--- src/include/wid_pkg.sv ---
// Purpose: Shared constants and types for the wake-up/interrupt dispatcher
// Assumes: 32-bit AHB-Lite register bus, one word per register
// Notes:   Register byte address is four times the register index
package wid_pkg;

	localparam int         NSRC          = 7;
	localparam int         IDX_W         = 3;

	// Register indices (byte address = index * 4)
	localparam logic [2:0] IDX_IAP       = 3'h0;
	localparam logic [2:0] IDX_BANK      = 3'h1;
	localparam logic [2:0] IDX_CTRL      = 3'h3;
	localparam logic [2:0] IDX_STAT      = 3'h4;
	localparam logic [2:0] IDX_CLR       = 3'h5;
	localparam logic [2:0] IDX_EN        = 3'h6;
	localparam logic [2:0] IDX_CORE      = 3'h7;

	// Event source bit positions
	localparam int         SRC_TMR_OVF   = 0;
	localparam int         SRC_TMR2      = 1;
	localparam int         SRC_PWM_A     = 2;
	localparam int         SRC_PWM_B     = 3;
	localparam int         SRC_IIC_TX    = 4;
	localparam int         SRC_IIC_RX    = 5;
	localparam int         SRC_IIC_STOP  = 6;

	// Sources allowed to wake from idle when enabled
	localparam logic [6:0] IDLE_WAKE_MASK = 7'h0f;

	// Bank select layout
	localparam int         BANK_SPECIAL_BIT = 4;
	localparam int         BANK_GENERAL_BIT = 0;
	localparam logic [7:0] BANK_MASK     = 8'h11;

	// Control and core-state fields
	localparam int         CTRL_IDLE_BIT  = 0;
	localparam int         CTRL_GREEN_BIT = 1;
	localparam int         CORE_HALT_BIT  = 0;
	localparam int         CORE_GIE_BIT   = 1;
	localparam int         CORE_IDLE_BIT  = 2;
	localparam int         CORE_GREEN_BIT = 3;

	// Reset values
	localparam logic [7:0] IAP_RST       = 8'h00;
	localparam logic [7:0] BANK_RST      = 8'h00;
	localparam logic [1:0] CTRL_RST      = 2'h0;
	localparam logic [6:0] SRC_RST       = 7'h00;
	localparam logic [1:0] RST_SYNC_RST  = 2'h0;
	localparam logic [1:0] HRESP_OKAY    = 2'h0;

	typedef enum logic [2:0] {
		WID_RUN   = 3'b001,
		WID_SLEEP = 3'b010,
		WID_IDLE  = 3'b100
	} wid_state_t;

endpackage

--- src/include/wid_dec_if.sv ---
// Purpose: Carries power state, enables and events to the wake decoder
// Assumes: Same clock domain on both sides
// Notes:   Purely combinational bundle
`timescale 1ns/10ps
interface wid_dec_if;
	wid_pkg::wid_state_t         state;
	logic [wid_pkg::NSRC-1:0]    en;
	logic [wid_pkg::NSRC-1:0]    ev;
	logic                        rx_match;
	logic                        wake;

	modport top (output state, output en, output ev, output rx_match,
		input wake);
	modport dec (input state, input en, input ev, input rx_match,
		output wake);
endinterface

--- src/wid_top.sv ---
// Purpose: Wake-up and interrupt dispatch with AHB-Lite register access
// Assumes: Events and instruction strobes come from logic on mclk
// Notes:   Green and normal mode dispatch alike; green is a status flag
`timescale 1ns/10ps

module wid_top (
	input  wire logic        mclk,
	input  wire logic        nrst,
	input  wire logic        hsel,
	input  wire logic [31:0] haddr,
	input  wire logic [1:0]  htrans,
	input  wire logic        hwrite,
	input  wire logic [2:0]  hsize,
	input  wire logic [31:0] hwdata,
	input  wire logic        hready,
	output logic             hreadyout,
	output logic      [1:0]  hresp,
	output logic      [31:0] hrdata,
	input  wire logic        ev_timer_ovf,
	input  wire logic        ev_second_timer,
	input  wire logic        ev_pwm_a,
	input  wire logic        ev_pwm_b,
	input  wire logic        ev_iic_tx,
	input  wire logic        ev_iic_rx,
	input  wire logic        ev_iic_rx_addr_match,
	input  wire logic        ev_iic_stop,
	input  wire logic        global_int_on_instr,
	input  wire logic        global_int_off_instr,
	input  wire logic        sleep_instr,
	input  wire logic        wdt_reset,
	output logic             irq,
	output logic             vector_req,
	output logic             core_halted,
	output logic             wake_pulse,
	output logic      [7:0]  special_bank_sel,
	output logic      [7:0]  general_bank_sel
);

	logic [1:0]               rst_sync_reg;
	logic                     rst_n;
	logic                     dp_valid_reg;
	logic                     dp_write_reg;
	logic [2:0]               dp_idx_reg;
	logic                     ap_take;
	logic                     ap_mapped;
	logic [31:0]              hrdata_reg;
	logic [7:0]               iap_reg;
	logic [7:0]               bank_reg;
	logic [1:0]               ctrl_reg;
	logic [wid_pkg::NSRC-1:0] en_reg;
	logic [wid_pkg::NSRC-1:0] stat_reg;
	logic [wid_pkg::NSRC-1:0] stat_next;
	logic [wid_pkg::NSRC-1:0] clr_vec;
	logic [wid_pkg::NSRC-1:0] ev_vec;
	logic                     gie_reg;
	logic                     wake_pulse_reg;
	logic                     irq_reg;
	logic                     vector_req_reg;
	logic                     pending;
	wid_pkg::wid_state_t      state_reg;
	wid_pkg::wid_state_t      state_next;

	wid_dec_if dec_bus ();

	// Reset release through two flip-flops
	always_ff @(posedge mclk or negedge nrst) begin
		if (!nrst) begin
			rst_sync_reg <= wid_pkg::RST_SYNC_RST;
		end else begin
			rst_sync_reg <= {rst_sync_reg[0], 1'b1};
		end
	end

	assign rst_n = rst_sync_reg[1];

	// Event vector in source-bit order
	always_comb begin
		ev_vec = wid_pkg::SRC_RST;
		ev_vec[wid_pkg::SRC_TMR_OVF]  = ev_timer_ovf;
		ev_vec[wid_pkg::SRC_TMR2]     = ev_second_timer;
		ev_vec[wid_pkg::SRC_PWM_A]    = ev_pwm_a;
		ev_vec[wid_pkg::SRC_PWM_B]    = ev_pwm_b;
		ev_vec[wid_pkg::SRC_IIC_TX]   = ev_iic_tx;
		ev_vec[wid_pkg::SRC_IIC_RX]   = ev_iic_rx;
		ev_vec[wid_pkg::SRC_IIC_STOP] = ev_iic_stop;
	end

	// Write strobe for one register in the data phase
	function automatic logic wr_hit(input logic [2:0] idx);
		wr_hit = dp_valid_reg && dp_write_reg && (dp_idx_reg == idx);
	endfunction

	// Index is one of the mapped registers
	function automatic logic idx_mapped(input logic [2:0] idx);
		idx_mapped = (idx != 3'h2);
	endfunction

	// Read value of a register; write-only and unmapped read zero
	function automatic logic [31:0] read_value(input logic [2:0] idx);
		read_value = 32'h0000_0000;
		unique case (idx)
			wid_pkg::IDX_IAP: begin
				read_value[7:0] = iap_reg;
			end
			wid_pkg::IDX_BANK: begin
				read_value[7:0] = bank_reg & wid_pkg::BANK_MASK;
			end
			wid_pkg::IDX_CTRL: begin
				read_value[1:0] = ctrl_reg;
			end
			wid_pkg::IDX_STAT: begin
				read_value[wid_pkg::NSRC-1:0] = stat_reg;
			end
			wid_pkg::IDX_EN: begin
				read_value[wid_pkg::NSRC-1:0] = en_reg;
			end
			wid_pkg::IDX_CORE: begin
				read_value[wid_pkg::CORE_HALT_BIT] =
					(state_reg != wid_pkg::WID_RUN);
				read_value[wid_pkg::CORE_GIE_BIT] = gie_reg;
				read_value[wid_pkg::CORE_IDLE_BIT] =
					(state_reg == wid_pkg::WID_IDLE);
				read_value[wid_pkg::CORE_GREEN_BIT] =
					ctrl_reg[wid_pkg::CTRL_GREEN_BIT];
			end
			default: begin
				read_value = 32'h0000_0000;
			end
		endcase
	endfunction

	// Address phase: selected NONSEQ/SEQ word access below 0x20
	assign ap_take   = hsel && hready && htrans[1];
	assign ap_mapped = (haddr[31:5] == 27'h000_0000) &&
		(haddr[1:0] == 2'h0) && (hsize == 3'h2) &&
		idx_mapped(haddr[4:2]);

	always_ff @(posedge mclk or negedge rst_n) begin
		if (!rst_n) begin
			dp_valid_reg <= 1'b0;
			dp_write_reg <= 1'b0;
			dp_idx_reg   <= 3'h0;
		end else if (hready) begin
			dp_valid_reg <= ap_take && ap_mapped;
			dp_write_reg <= hwrite;
			dp_idx_reg   <= haddr[4:2];
		end
	end

	// Read data captured at the address phase, held in the data phase
	always_ff @(posedge mclk or negedge rst_n) begin
		if (!rst_n) begin
			hrdata_reg <= 32'h0000_0000;
		end else if (ap_take && !hwrite) begin
			hrdata_reg <= ap_mapped ? read_value(haddr[4:2]) :
				32'h0000_0000;
		end
	end

	assign hreadyout = 1'b1;
	assign hresp     = wid_pkg::HRESP_OKAY;
	assign hrdata    = hrdata_reg;

	// Indirect access port: plain storage
	always_ff @(posedge mclk or negedge rst_n) begin
		if (!rst_n) begin
			iap_reg <= wid_pkg::IAP_RST;
		end else if (wr_hit(wid_pkg::IDX_IAP)) begin
			iap_reg <= hwdata[7:0];
		end
	end

	// Bank select: two live bits; cleared by reset and watchdog reset
	always_ff @(posedge mclk or negedge rst_n) begin
		if (!rst_n) begin
			bank_reg <= wid_pkg::BANK_RST;
		end else if (wdt_reset) begin
			bank_reg <= wid_pkg::BANK_RST;
		end else if (wr_hit(wid_pkg::IDX_BANK)) begin
			bank_reg <= hwdata[7:0] & wid_pkg::BANK_MASK;
		end
	end

	assign special_bank_sel = {7'h00, bank_reg[wid_pkg::BANK_SPECIAL_BIT]};
	assign general_bank_sel = {7'h00, bank_reg[wid_pkg::BANK_GENERAL_BIT]};

	// Control: idle-versus-sleep select and green-mode flag
	always_ff @(posedge mclk or negedge rst_n) begin
		if (!rst_n) begin
			ctrl_reg <= wid_pkg::CTRL_RST;
		end else if (wr_hit(wid_pkg::IDX_CTRL)) begin
			ctrl_reg <= hwdata[1:0];
		end
	end

	// Per-source interrupt enables
	always_ff @(posedge mclk or negedge rst_n) begin
		if (!rst_n) begin
			en_reg <= wid_pkg::SRC_RST;
		end else if (wr_hit(wid_pkg::IDX_EN)) begin
			en_reg <= hwdata[wid_pkg::NSRC-1:0];
		end
	end

	// Sticky status; a new event wins over a clear in the same cycle
	assign clr_vec = wr_hit(wid_pkg::IDX_CLR) ? hwdata[wid_pkg::NSRC-1:0] :
		wid_pkg::SRC_RST;
	assign stat_next = (stat_reg & ~clr_vec) | ev_vec;

	always_ff @(posedge mclk or negedge rst_n) begin
		if (!rst_n) begin
			stat_reg <= wid_pkg::SRC_RST;
		end else begin
			stat_reg <= stat_next;
		end
	end

	// Global interrupt enable follows the last on/off instruction
	always_ff @(posedge mclk or negedge rst_n) begin
		if (!rst_n) begin
			gie_reg <= 1'b0;
		end else if (global_int_off_instr) begin
			gie_reg <= 1'b0;
		end else if (global_int_on_instr) begin
			gie_reg <= 1'b1;
		end
	end

	// Wake decoder
	assign dec_bus.state    = state_reg;
	assign dec_bus.en       = en_reg;
	assign dec_bus.ev       = ev_vec;
	assign dec_bus.rx_match = ev_iic_rx_addr_match;

	wid_wake_dec u_dec (
		.d (dec_bus.dec)
	);

	// Power state
	always_comb begin
		state_next = state_reg;
		unique case (state_reg)
			wid_pkg::WID_RUN: begin
				if (sleep_instr) begin
					state_next = ctrl_reg[wid_pkg::CTRL_IDLE_BIT] ?
						wid_pkg::WID_IDLE : wid_pkg::WID_SLEEP;
				end
			end
			wid_pkg::WID_SLEEP: begin
				if (dec_bus.wake) begin
					state_next = wid_pkg::WID_RUN;
				end
			end
			wid_pkg::WID_IDLE: begin
				if (dec_bus.wake) begin
					state_next = wid_pkg::WID_RUN;
				end
			end
			default: begin
				state_next = wid_pkg::WID_RUN;
			end
		endcase
	end

	always_ff @(posedge mclk or negedge rst_n) begin
		if (!rst_n) begin
			state_reg <= wid_pkg::WID_RUN;
		end else begin
			state_reg <= state_next;
		end
	end

	// One-cycle pulse on the return to run
	always_ff @(posedge mclk or negedge rst_n) begin
		if (!rst_n) begin
			wake_pulse_reg <= 1'b0;
		end else begin
			wake_pulse_reg <= (state_reg != wid_pkg::WID_RUN) &&
				dec_bus.wake;
		end
	end

	// Enabled pending source; disabled sources never interrupt
	assign pending = |(stat_next & en_reg);

	always_ff @(posedge mclk or negedge rst_n) begin
		if (!rst_n) begin
			irq_reg <= 1'b0;
		end else begin
			irq_reg <= pending;
		end
	end

	// Vector only while running with global enable, else next instruction
	always_ff @(posedge mclk or negedge rst_n) begin
		if (!rst_n) begin
			vector_req_reg <= 1'b0;
		end else begin
			vector_req_reg <= pending && gie_reg &&
				(state_next == wid_pkg::WID_RUN);
		end
	end

	assign irq         = irq_reg;
	assign vector_req  = vector_req_reg;
	assign wake_pulse  = wake_pulse_reg;
	assign core_halted = (state_reg != wid_pkg::WID_RUN);

endmodule

--- src/wid_wake_dec.sv ---
// Purpose: Decides whether the current events wake the halted core
// Assumes: Events are one-cycle pulses from logic on the same clock
// Notes:   Combinational only
`timescale 1ns/10ps
module wid_wake_dec (
	wid_dec_if.dec d
);

	logic idle_wake;

	// Enabled timer and PWM sources wake from idle only
	assign idle_wake = |(d.ev & d.en & wid_pkg::IDLE_WAKE_MASK);

	always_comb begin
		d.wake = 1'b0;
		unique case (d.state)
			wid_pkg::WID_SLEEP: begin
				d.wake = d.rx_match;
			end
			wid_pkg::WID_IDLE: begin
				d.wake = idle_wake | d.rx_match;
			end
			wid_pkg::WID_RUN: begin
				d.wake = 1'b0;
			end
		endcase
	end

endmodule

--- config.mk ---
export PLATFORM = sky130hd
export DESIGN_NAME = wid_top
export DESIGN_NICKNAME = d
export VERILOG_FILES = /design/src/include/wid_pkg.sv /design/src/include/wid_dec_if.sv /design/src/wid_top.sv /design/src/wid_wake_dec.sv
export SDC_FILE = /design/constraint.sdc
export NUM_CORES = 1
export LEC_CHECK = 0
export BUFFER_PORTS_ARGS = -buffer_cell sky130_fd_sc_hd__buf_4
export CORE_UTILIZATION = 40
export CTS_CLUSTER_SIZE = 30
export DETAILED_ROUTE_END_ITERATION = 7
export PLACE_DENSITY_LB_ADDON = 0.08
export SETUP_SLACK_MARGIN = 0.05
export SYNTH_ARGS = -nofsm -noshare
export SYNTH_HDL_FRONTEND = slang
export SYNTH_HIERARCHICAL = 1
export SYNTH_SLANG_ARGS = --single-unit
export TNS_END_PERCENT = 1
--- constraint.sdc ---
create_clock -name mclk -period 1.55 [get_ports mclk]
set_clock_uncertainty 0.15 [all_clocks]
set_input_delay 0.31 -clock mclk [delete_from_list [all_inputs] [get_ports mclk]]
set_output_delay 0.31 -clock mclk [all_outputs]
set_load 0.05 [all_outputs]
==> results of run 1 <==
==> metrics by stage <==
step / power [W] / setup TNS (ns) / cells / worst slack [ns] / hold WS (ns)
CTS: 0.003265 / -1.524 / 462 / -0.3070 / 0.03580
global route: 0.003532 / -2.804 / 464 / -0.3660 / 0.05374
global placement: 0.002383 / -3.944 / 449 / -0.3015 / -0.05703
floorplan: 0.002064 / -1.887 / 314 / -0.1057 / -0.1356
finish: 0.003369 / -1.510 / 464 / -0.3101 / 0.04623
detailed placement: 0.002380 / -4.515 / 449 / -0.3313 / -0.05583
==> area by class of cell <==
type	count	area (sq um)	area share (%)
Inverter	9	33.78	0.8780
Multi-Input combinational cell	204	1481	38.50
Timing Repair Buffer	115	934.6	24.29
Clock inverter	2	10.01	0.2602
Tap cell	80	100.1	2.602
Clock buffer	6	82.58	2.146
Sequential cell	48	1205	31.32
==> worst max-delay path, delay by kind of cell (launching register included) <==
kind                   cells  cell delay (ns)
and+or+nand+nor            1             0.14
buffers and inverters      4             0.40
DFF                        1             0.56
==> metal layers <==
layer,global-route usage (%),vias to the layer above
met2,31.09,80
met4,5.455,0
met5,0,-
met3,3.696,8
met1,24.85,1117
li1,-,1111
==> logic make-up (layout without fill, tap and decap cells) <==
family | after synthesis | count (layout) | share of synthesized area [%]
AND/OR/NAND/NOR | 79 | 79 | 15.50
other | 2 | 42 | 0.2704
AO/OA/AOI/OAI | 54 | 54 | 14.95
buffers and inverters | 62 | 132 | 14.55
flip-flops | 48 | 48 | 43.29
multiplexers | 29 | 29 | 11.44
==> placed cells by master, fill, tap and decap left out, types with 2 or more instances in the layout <==
cell / count
sky130_fd_sc_hd__buf_4: 102
sky130_fd_sc_hd__dfrtp_1: 45
sky130_fd_sc_hd__conb_1: 42
sky130_fd_sc_hd__nand2_1: 25
sky130_fd_sc_hd__nor2_1: 11
sky130_fd_sc_hd__inv_1: 8
sky130_fd_sc_hd__mux2_1: 8
sky130_fd_sc_hd__mux2_4: 8
sky130_fd_sc_hd__nor2b_1: 7
sky130_fd_sc_hd__o21ai_0: 7
sky130_fd_sc_hd__mux2i_1: 7
sky130_fd_sc_hd__buf_6: 7
sky130_fd_sc_hd__nand3_1: 6
sky130_fd_sc_hd__a21o_1: 6
sky130_fd_sc_hd__mux2_2: 6
sky130_fd_sc_hd__o31ai_2: 6
sky130_fd_sc_hd__clkbuf_8: 6
sky130_fd_sc_hd__a31oi_1: 5
sky130_fd_sc_hd__o21ai_1: 5
sky130_fd_sc_hd__nor4_2: 4
sky130_fd_sc_hd__a21oi_2: 3
sky130_fd_sc_hd__a41oi_1: 3
sky130_fd_sc_hd__nor4_4: 3
sky130_fd_sc_hd__a22o_1: 3
sky130_fd_sc_hd__dlygate4sd3_1: 3
sky130_fd_sc_hd__buf_12: 3
sky130_fd_sc_hd__nor2_2: 2
sky130_fd_sc_hd__nand2b_1: 2
sky130_fd_sc_hd__nand3b_1: 2
sky130_fd_sc_hd__o211ai_1: 2
sky130_fd_sc_hd__nand4_1: 2
sky130_fd_sc_hd__nand4b_1: 2
sky130_fd_sc_hd__nor3_1: 2
sky130_fd_sc_hd__a21oi_1: 2
sky130_fd_sc_hd__a22oi_1: 2
sky130_fd_sc_hd__o31ai_1: 2
sky130_fd_sc_hd__clkinv_2: 2
sky130_fd_sc_hd__dfrtp_2: 2
==> report_power, final <==
group | leakage [nW] | switching (W) | internal (W) | total, W
registers | 0.605 | 0.0000515 | 0.00133 | 0.00138
logic | 1.16 | 0.000697 | 0.000510 | 0.00121
clock network | 0.0510 | 0.000428 | 0.000357 | 0.000785
==> worst max path at each step <==
stage	endpoint	startpoint	slack (ns)	depth (start not counted)
finish	core_halted	dec_bus.state[0]	-0.31	5
global route	vector_req	dec_bus.en[0]	-0.37	7
CTS	core_halted	dec_bus.state[0]	-0.31	5
detailed placement	hrdata[4]	haddr[24]	-0.33	5
global placement	hrdata[3]	haddr[21]	-0.30	5
floorplan	vector_req	dec_bus.state[0]	-0.11	7
==> cells in the mapped netlist, types with 3 or more instances <==
library cell and n:
sky130_fd_sc_hd__a41oi_1 3, sky130_fd_sc_hd__a21o_1 6, sky130_fd_sc_hd__inv_1 9, sky130_fd_sc_hd__o31ai_2 6
sky130_fd_sc_hd__o31ai_1 3, sky130_fd_sc_hd__nand3_1 6, sky130_fd_sc_hd__a21oi_1 5, sky130_fd_sc_hd__nor2b_1 7
sky130_fd_sc_hd__nor2_1 12, sky130_fd_sc_hd__nand2_1 25, sky130_fd_sc_hd__buf_2 5, sky130_fd_sc_hd__mux2_1 16
sky130_fd_sc_hd__buf_4 42, sky130_fd_sc_hd__mux2_2 6, sky130_fd_sc_hd__mux2i_1 7, sky130_fd_sc_hd__o21ai_0 7
sky130_fd_sc_hd__a22o_1 3, sky130_fd_sc_hd__clkbuf_1 5, sky130_fd_sc_hd__a31oi_1 5, sky130_fd_sc_hd__nor4_1 7
sky130_fd_sc_hd__o21ai_1 5, sky130_fd_sc_hd__dfrtp_1 47
==> what timing repair did <==
action,CTS,global route
setup buffers,2,2
endpoints found under the hold margin,5,0
pin swaps,5,10
endpoints found under the setup margin,28,40
resized for setup,15,24
hold buffers,3,0
==> impl_summary.md, run 1 <==
CTS
The clock passes through at most 2 buffers. The later pin in the worst-skew pair is clocked with a latency of 0.30 ns. The CTS tree is done. The total clock buffers created by CTS is 5. The H-tree depth is 2. Clock-pin slew was measured on the worst setup and hold paths at 0.09 ns. CTS saw 48 sinks.

The CTS root buffer is sky130_fd_sc_hd__clkbuf_8.

Drt
The met2 layer wire length in the routed design is 3377 um. The number of detailed-routing iterations run before antenna repair is 4. The highest layer touched by signal routing is met4. For this block, the initial DRC count from the detailed router was 96. The routed length per instance is 14.83 um. The via count normalized by instance count is 4.991. In the routed design, unresolved DRC markers number 0. The met1 wire length is 3054 um. Once detail routing completed, the nets flagged for antenna violations numbered 0. The detailed router placed 2,316 vias in this run. Summed over all nets, wire length on met3 after detailed routing comes to 355 um. After detailed routing, the total wire length is 6882 um.

Timing
The final-report hold violation count came to 0. Setup violations remaining at the end of the flow were counted as 14. Setup repair after global routing could not meet its margin everywhere. The post-layout worst setup margin is -0.3101 ns. The clock period minus worst slack is 1.860 ns. The max-slew violation count was 0. The share of the clock period used by the worst path is 120.0%. The top achievable clock speed is 0.5376 GHz.

Final layout
From synthesis to final layout, the design area changed by 38.51%. The number of antenna repair diodes is 0. The final design instance area without fill is 3847 sq um. The number of nets at the end of the flow is 469.

At the end of the flow the core is filled with cells to 56.94%. Cells with a size suffix above 1 make up 42.97% of the layout. The filler cells instantiated in the layout total 636.

Critical path
Traced cell by cell, the critical path runs through buf_6 -> nor3b_2 -> buf_4 -> inv_2 -> buf_6. The setup path with the least slack is of type reg2out. In this design, the critical path's most frequently occurring cell is sky130_fd_sc_hd__buf_6.

The type of element capturing the critical path is an output pin. The slack of the worst reg-to-reg path is -0.27 ns. In this run the critical register-to-register path is captured at vector_req. The kind of start point of the critical path is a flip-flop.

Data on the critical path arrives at its endpoint at 1.40 ns. The highest-delay cell along the critical path is sky130_fd_sc_hd__dfstp_2. Along the worst path, the maximum fanout reaches 2.

The reg-to-reg startpoint is dec_bus.en[0]. The required time at the endpoint of the critical path is 1.09 ns. The stage delay of the slowest cell on the critical path is 0.56 ns. The number of cells on the worst reg-to-reg path is 7.

Yosys
Yosys attributes the largest share of cell area to sky130_fd_sc_hd__dfrtp_1 (42%), sky130_fd_sc_hd__buf_4 (11%), sky130_fd_sc_hd__mux2_1 (6.5%). The predominant post-synthesis flop cell is sky130_fd_sc_hd__dfrtp_1. Yosys mapped a number of flops with a built-in enable equal to 0. Synthesis instantiated 48 different standard cells from the library.

The post-synthesis sequential element count is 48. The synthesized design spends more area on one cell type than any other, namely sky130_fd_sc_hd__dfrtp_1. Sequential elements use 43.29% of the synthesized area. The average instance in the mapped netlist occupies 10.14 sq um.

The async set-reset flop share out of synthesis is 100.0%. The area share of the leading cell type in the synthesized netlist is 42.34%. The count of synthesis-stage warnings from yosys is 6. The post-synthesis instance total is 274. The combined area of all synthesized cells is 2778 sq um.

Run status
The checks that failed: setup timing. The flow ran to the end, but the final reports show violations.

Placed design
After detailed placement, the total cell area comes to 3512 sq um. The congestion estimate from routability-driven global placement came to 0.7667. The count of buffers added on input and output ports is 74. The wire-length estimate of the detail-placed layout is 4910 um.

Worst hold path
The tightest min-delay check is of the reg2async type.

Floorplan
Measured along the y axis, the die boundary spans 85.33 um. The die covers 7281 sq um. The I/O pin count is 141. After floorplanning, the core was sized to cover 6756 sq um.

The number of rows in the core area is 30. The die outline width is 85.33 um. The initial standard-cell utilization of the core is 41.11%.

Global route
Global routing consumed, over all layers together, 18.70% of the routing resources. The initial antenna violation count is 0. The number of global-route vias before repair is 2,173.

The global-route wire length before repair is 10,490 um. The residual overflow from global routing is 0. Entering global routing, the biggest net connects 31 pins.

Pwr
The power density of the placed cells is 875.5 nW/um^2. The analysis attributes to cell leakage a power of 1.817 nW. VDD sags by at most 0.4539 mV.

Flow run
The number of max-capacitance violations reported is 0.
Note: power is estimated with default switching activity, not from simulation.
==> run 2: changes to the inputs <==
--- a/config.mk
+++ b/config.mk
@@ -6,6 +6,7 @@
 export NUM_CORES = 1
 export LEC_CHECK = 0
 export BUFFER_PORTS_ARGS = -buffer_cell sky130_fd_sc_hd__buf_4
+export CORE_MARGIN = 2
 export CORE_UTILIZATION = 40
 export CTS_CLUSTER_SIZE = 30
 export DETAILED_ROUTE_END_ITERATION = 7
==> impl_summary.md, run 2 (synthesis gave the netlist of run 1 again) <==
Drt
The wire length after detailed routing is 6734 um (-2.2%). The routed length per instance is 14.39 um (-3.0%). The number of remaining DRC errors was 0 (unchanged). The count of vias placed by the detailed router is 2,298 (-0.78%). The number of design-rule violations left by the first detailed-router iteration was 116 (+21%). The remaining antenna violation count after routing was 0 (unchanged). The number of detailed-routing iterations run before antenna repair is 4 (unchanged). The via count normalized by instance count is 4.910 (-1.6%).

Placed design
The final HPWL from detailed placement is 5096 um (+3.8%). The total of buffers placed on input and output ports is 74 (unchanged). The final estimated routing congestion in global placement is 0.7752 (+1.1%). The cell count after placement was 451 (+0.45%). The worst slack at placement is -0.3705 ns (-0.03921 ns).

CTS
The H-tree depth came to 2 (unchanged). The total clock buffers created by CTS is 5 (unchanged). The clock latency on the worst-skew pair was 0.30 ns (about the same). The CTS sink count is 48 (unchanged). The CTS tree is done.

The clock-pin slew reported for the worst setup and hold paths after clock tree synthesis was 0.09 ns (about the same). The maximum clock insertion buffer count is 2 (unchanged). The cell sitting at the root of the clock tree is a sky130_fd_sc_hd__clkbuf_8.

Critical path
The slack of the worst reg-to-reg path was -0.25 ns (+0.02 ns). STA classifies the critical path startpoint as a flip-flop. The reg-to-reg startpoint is dec_bus.state[0].

The endpoint identified for the worst register-to-register timing path is dec_bus.state[1]. The worst-case reg-to-reg path depth is 8 (+1). The highest-delay cell along the critical path is sky130_fd_sc_hd__dfstp_2.

The stage delay of the slowest cell on the critical path is 0.55 ns (about the same). The type of element capturing the critical path is an output pin. The required time at the endpoint of the critical path was 1.09 ns (about the same). Walking the worst path, the cells encountered are buf_6 -> nor3b_2 -> buf_4 -> inv_2 -> buf_6. The most numerous cell type found on the critical path is sky130_fd_sc_hd__buf_6. The startpoint-to-endpoint class of the critical path is reg2out. The maximum fanout encountered on the critical timing path came to 2 (unchanged). The arrival time at the worst endpoint is 1.37 ns (-0.03 ns).

Flow run
The number of max-capacitance violations reported came to 0 (unchanged).

Timing
The final-report hold violation count was 0 (unchanged). The setup TNS is -1.283 ns (+0.2264 ns). Setup repair after global routing could not meet its margin everywhere. The total setup violations reported at the end of the flow is 14 (unchanged).

The share of the clock period used by the worst path came to 117.9% (-2.1 points). The max-slew violation count is 0 (unchanged). The top achievable clock speed came to 0.5472 GHz (+1.8%).

The post-layout worst setup margin was -0.2776 ns (+0.03248 ns). The clock period minus worst slack was 1.828 ns (-0.03248 ns).

Worst hold path
The critical hold path startpoint is ev_iic_rx. The worst min-delay path endpoint is stat_reg[5]. The class of the most critical hold timing path is in2reg.

The worst hold path passes through 2 cells.

Global route
The residual overflow from global routing is 0 (unchanged). The overall fraction of global-route tracks in use is 17.88% (-0.82 points). The initial antenna violation count is 0 (unchanged). The global-route wire length before repair is 10,470 um (-0.26%). The number of global-route vias before repair is 2,117 (-2.6%).

The pin count of the biggest net entering global routing is 21 (-32%).

Pwr
The power density of the placed cells came to 876.5 nW/um^2 (+0.11%). The reported leakage power is 1.808 nW (-0.50%). The largest vdd supply drop is 0.4996 mV (+10%).

Final layout
The non-filler instance count after layout is 468 (+0.86%). The number of antenna repair diodes came to 0 (unchanged). The fraction of layout instances using a drive strength above 1 is 41.49% (-1.5 points). From synthesis to final layout, the design area changed by 35.99%. The commonest non-fill, non-tap cell in the layout is sky130_fd_sc_hd__buf_4. The top cell types in the final layout, fill and taps aside, are sky130_fd_sc_hd__buf_4 (111), sky130_fd_sc_hd__dfrtp_1 (46), sky130_fd_sc_hd__conb_1 (42). The number of nets at the end of the flow is 473 (+0.85%).

Floorplan
The die area came to 7627 sq um (+4.7%). The die outline width was 87.33 um (+2.3%). The placeable core region came to 6756 sq um (unchanged). The die outline height came to 87.33 um (+2.3%). The number of rows in the core area is 30 (unchanged).

The I/O pin count is 141 (unchanged). The initial standard-cell utilization of the core is 41.11% (unchanged).

Run status
The final reports fail on setup timing. The flow ran to the end, but the final reports show violations.
run 2: cell type report:
type / instances / area, sq um
Multi-Input combinational cell: 204 / 1396
Clock buffer: 6 / 82.58
Inverter: 9 / 33.78
Fill cell: 645 / 2979
Clock inverter: 2 / 15.01
Sequential cell: 48 / 1204
Tap cell: 80 / 100.1
Timing Repair Buffer: 119 / 945.9
run 2: stage by stage:
step / util, % / hold WS, ns / power, W / instance area (sq um)
floorplan: - / -0.1356 / 0.002064 / 2933
global placement: 52.20 / -0.05719 / 0.002380 / 3527
detailed placement: 52.20 / -0.05689 / 0.002382 / 3527
CTS: 55.69 / 0.03681 / 0.003330 / 3762
global route: 55.91 / 0.04361 / 0.003484 / 3777
finish: 55.91 / 0.04373 / 0.003311 / 3777
run 2: where the power goes:
part	total, W	internal, W	leakage [nW]	switching, W
Combinational	0.00114	0.000488	1.16	0.000648
Sequential	0.00138	0.00132	0.606	0.0000538
Clock	0.000798	0.000362	0.0434	0.000436
Total	0.00331	0.00217	1.81	0.00114
run 2: how the worst max path moves through the flow:
stage	start	to	slack (ns)	depth (start not counted)
CTS	dec_bus.state[0]	core_halted	-0.30	5
detailed placement	ev_timer_ovf	vector_req	-0.37	8
global route	dec_bus.en[0]	vector_req	-0.36	7
global placement	ev_timer_ovf	vector_req	-0.33	8
finish	dec_bus.state[0]	core_halted	-0.28	5
floorplan	dec_bus.state[0]	vector_req	-0.11	7
run 2: what timing repair did:
item                                    CTS  global route
hold endpoints to repair                  4             0
pin swaps                                 8             2
endpoints found under the setup margin   30            38
gates resized for setup                  19             2
hold buffers                              3             0
buffers inserted                          5             1
run 2: worst max-delay path, delay by kind of cell (launching register included):
kind | cells | cell delay (ns)
flip-flops | 1 | 0.55
AND/OR/NAND/NOR | 1 | 0.13
buffers and inverters | 4 | 0.39
run 2: layer usage:
layer  GRT usage (%)  part of all wire (%)  up-vias
met2           28.79                    48       80
met1           24.72                    47     1094
li1                -                     -     1118
met4           4.755                   1.0        0
met3           3.318                   4.7        6
met5               0                     0        -
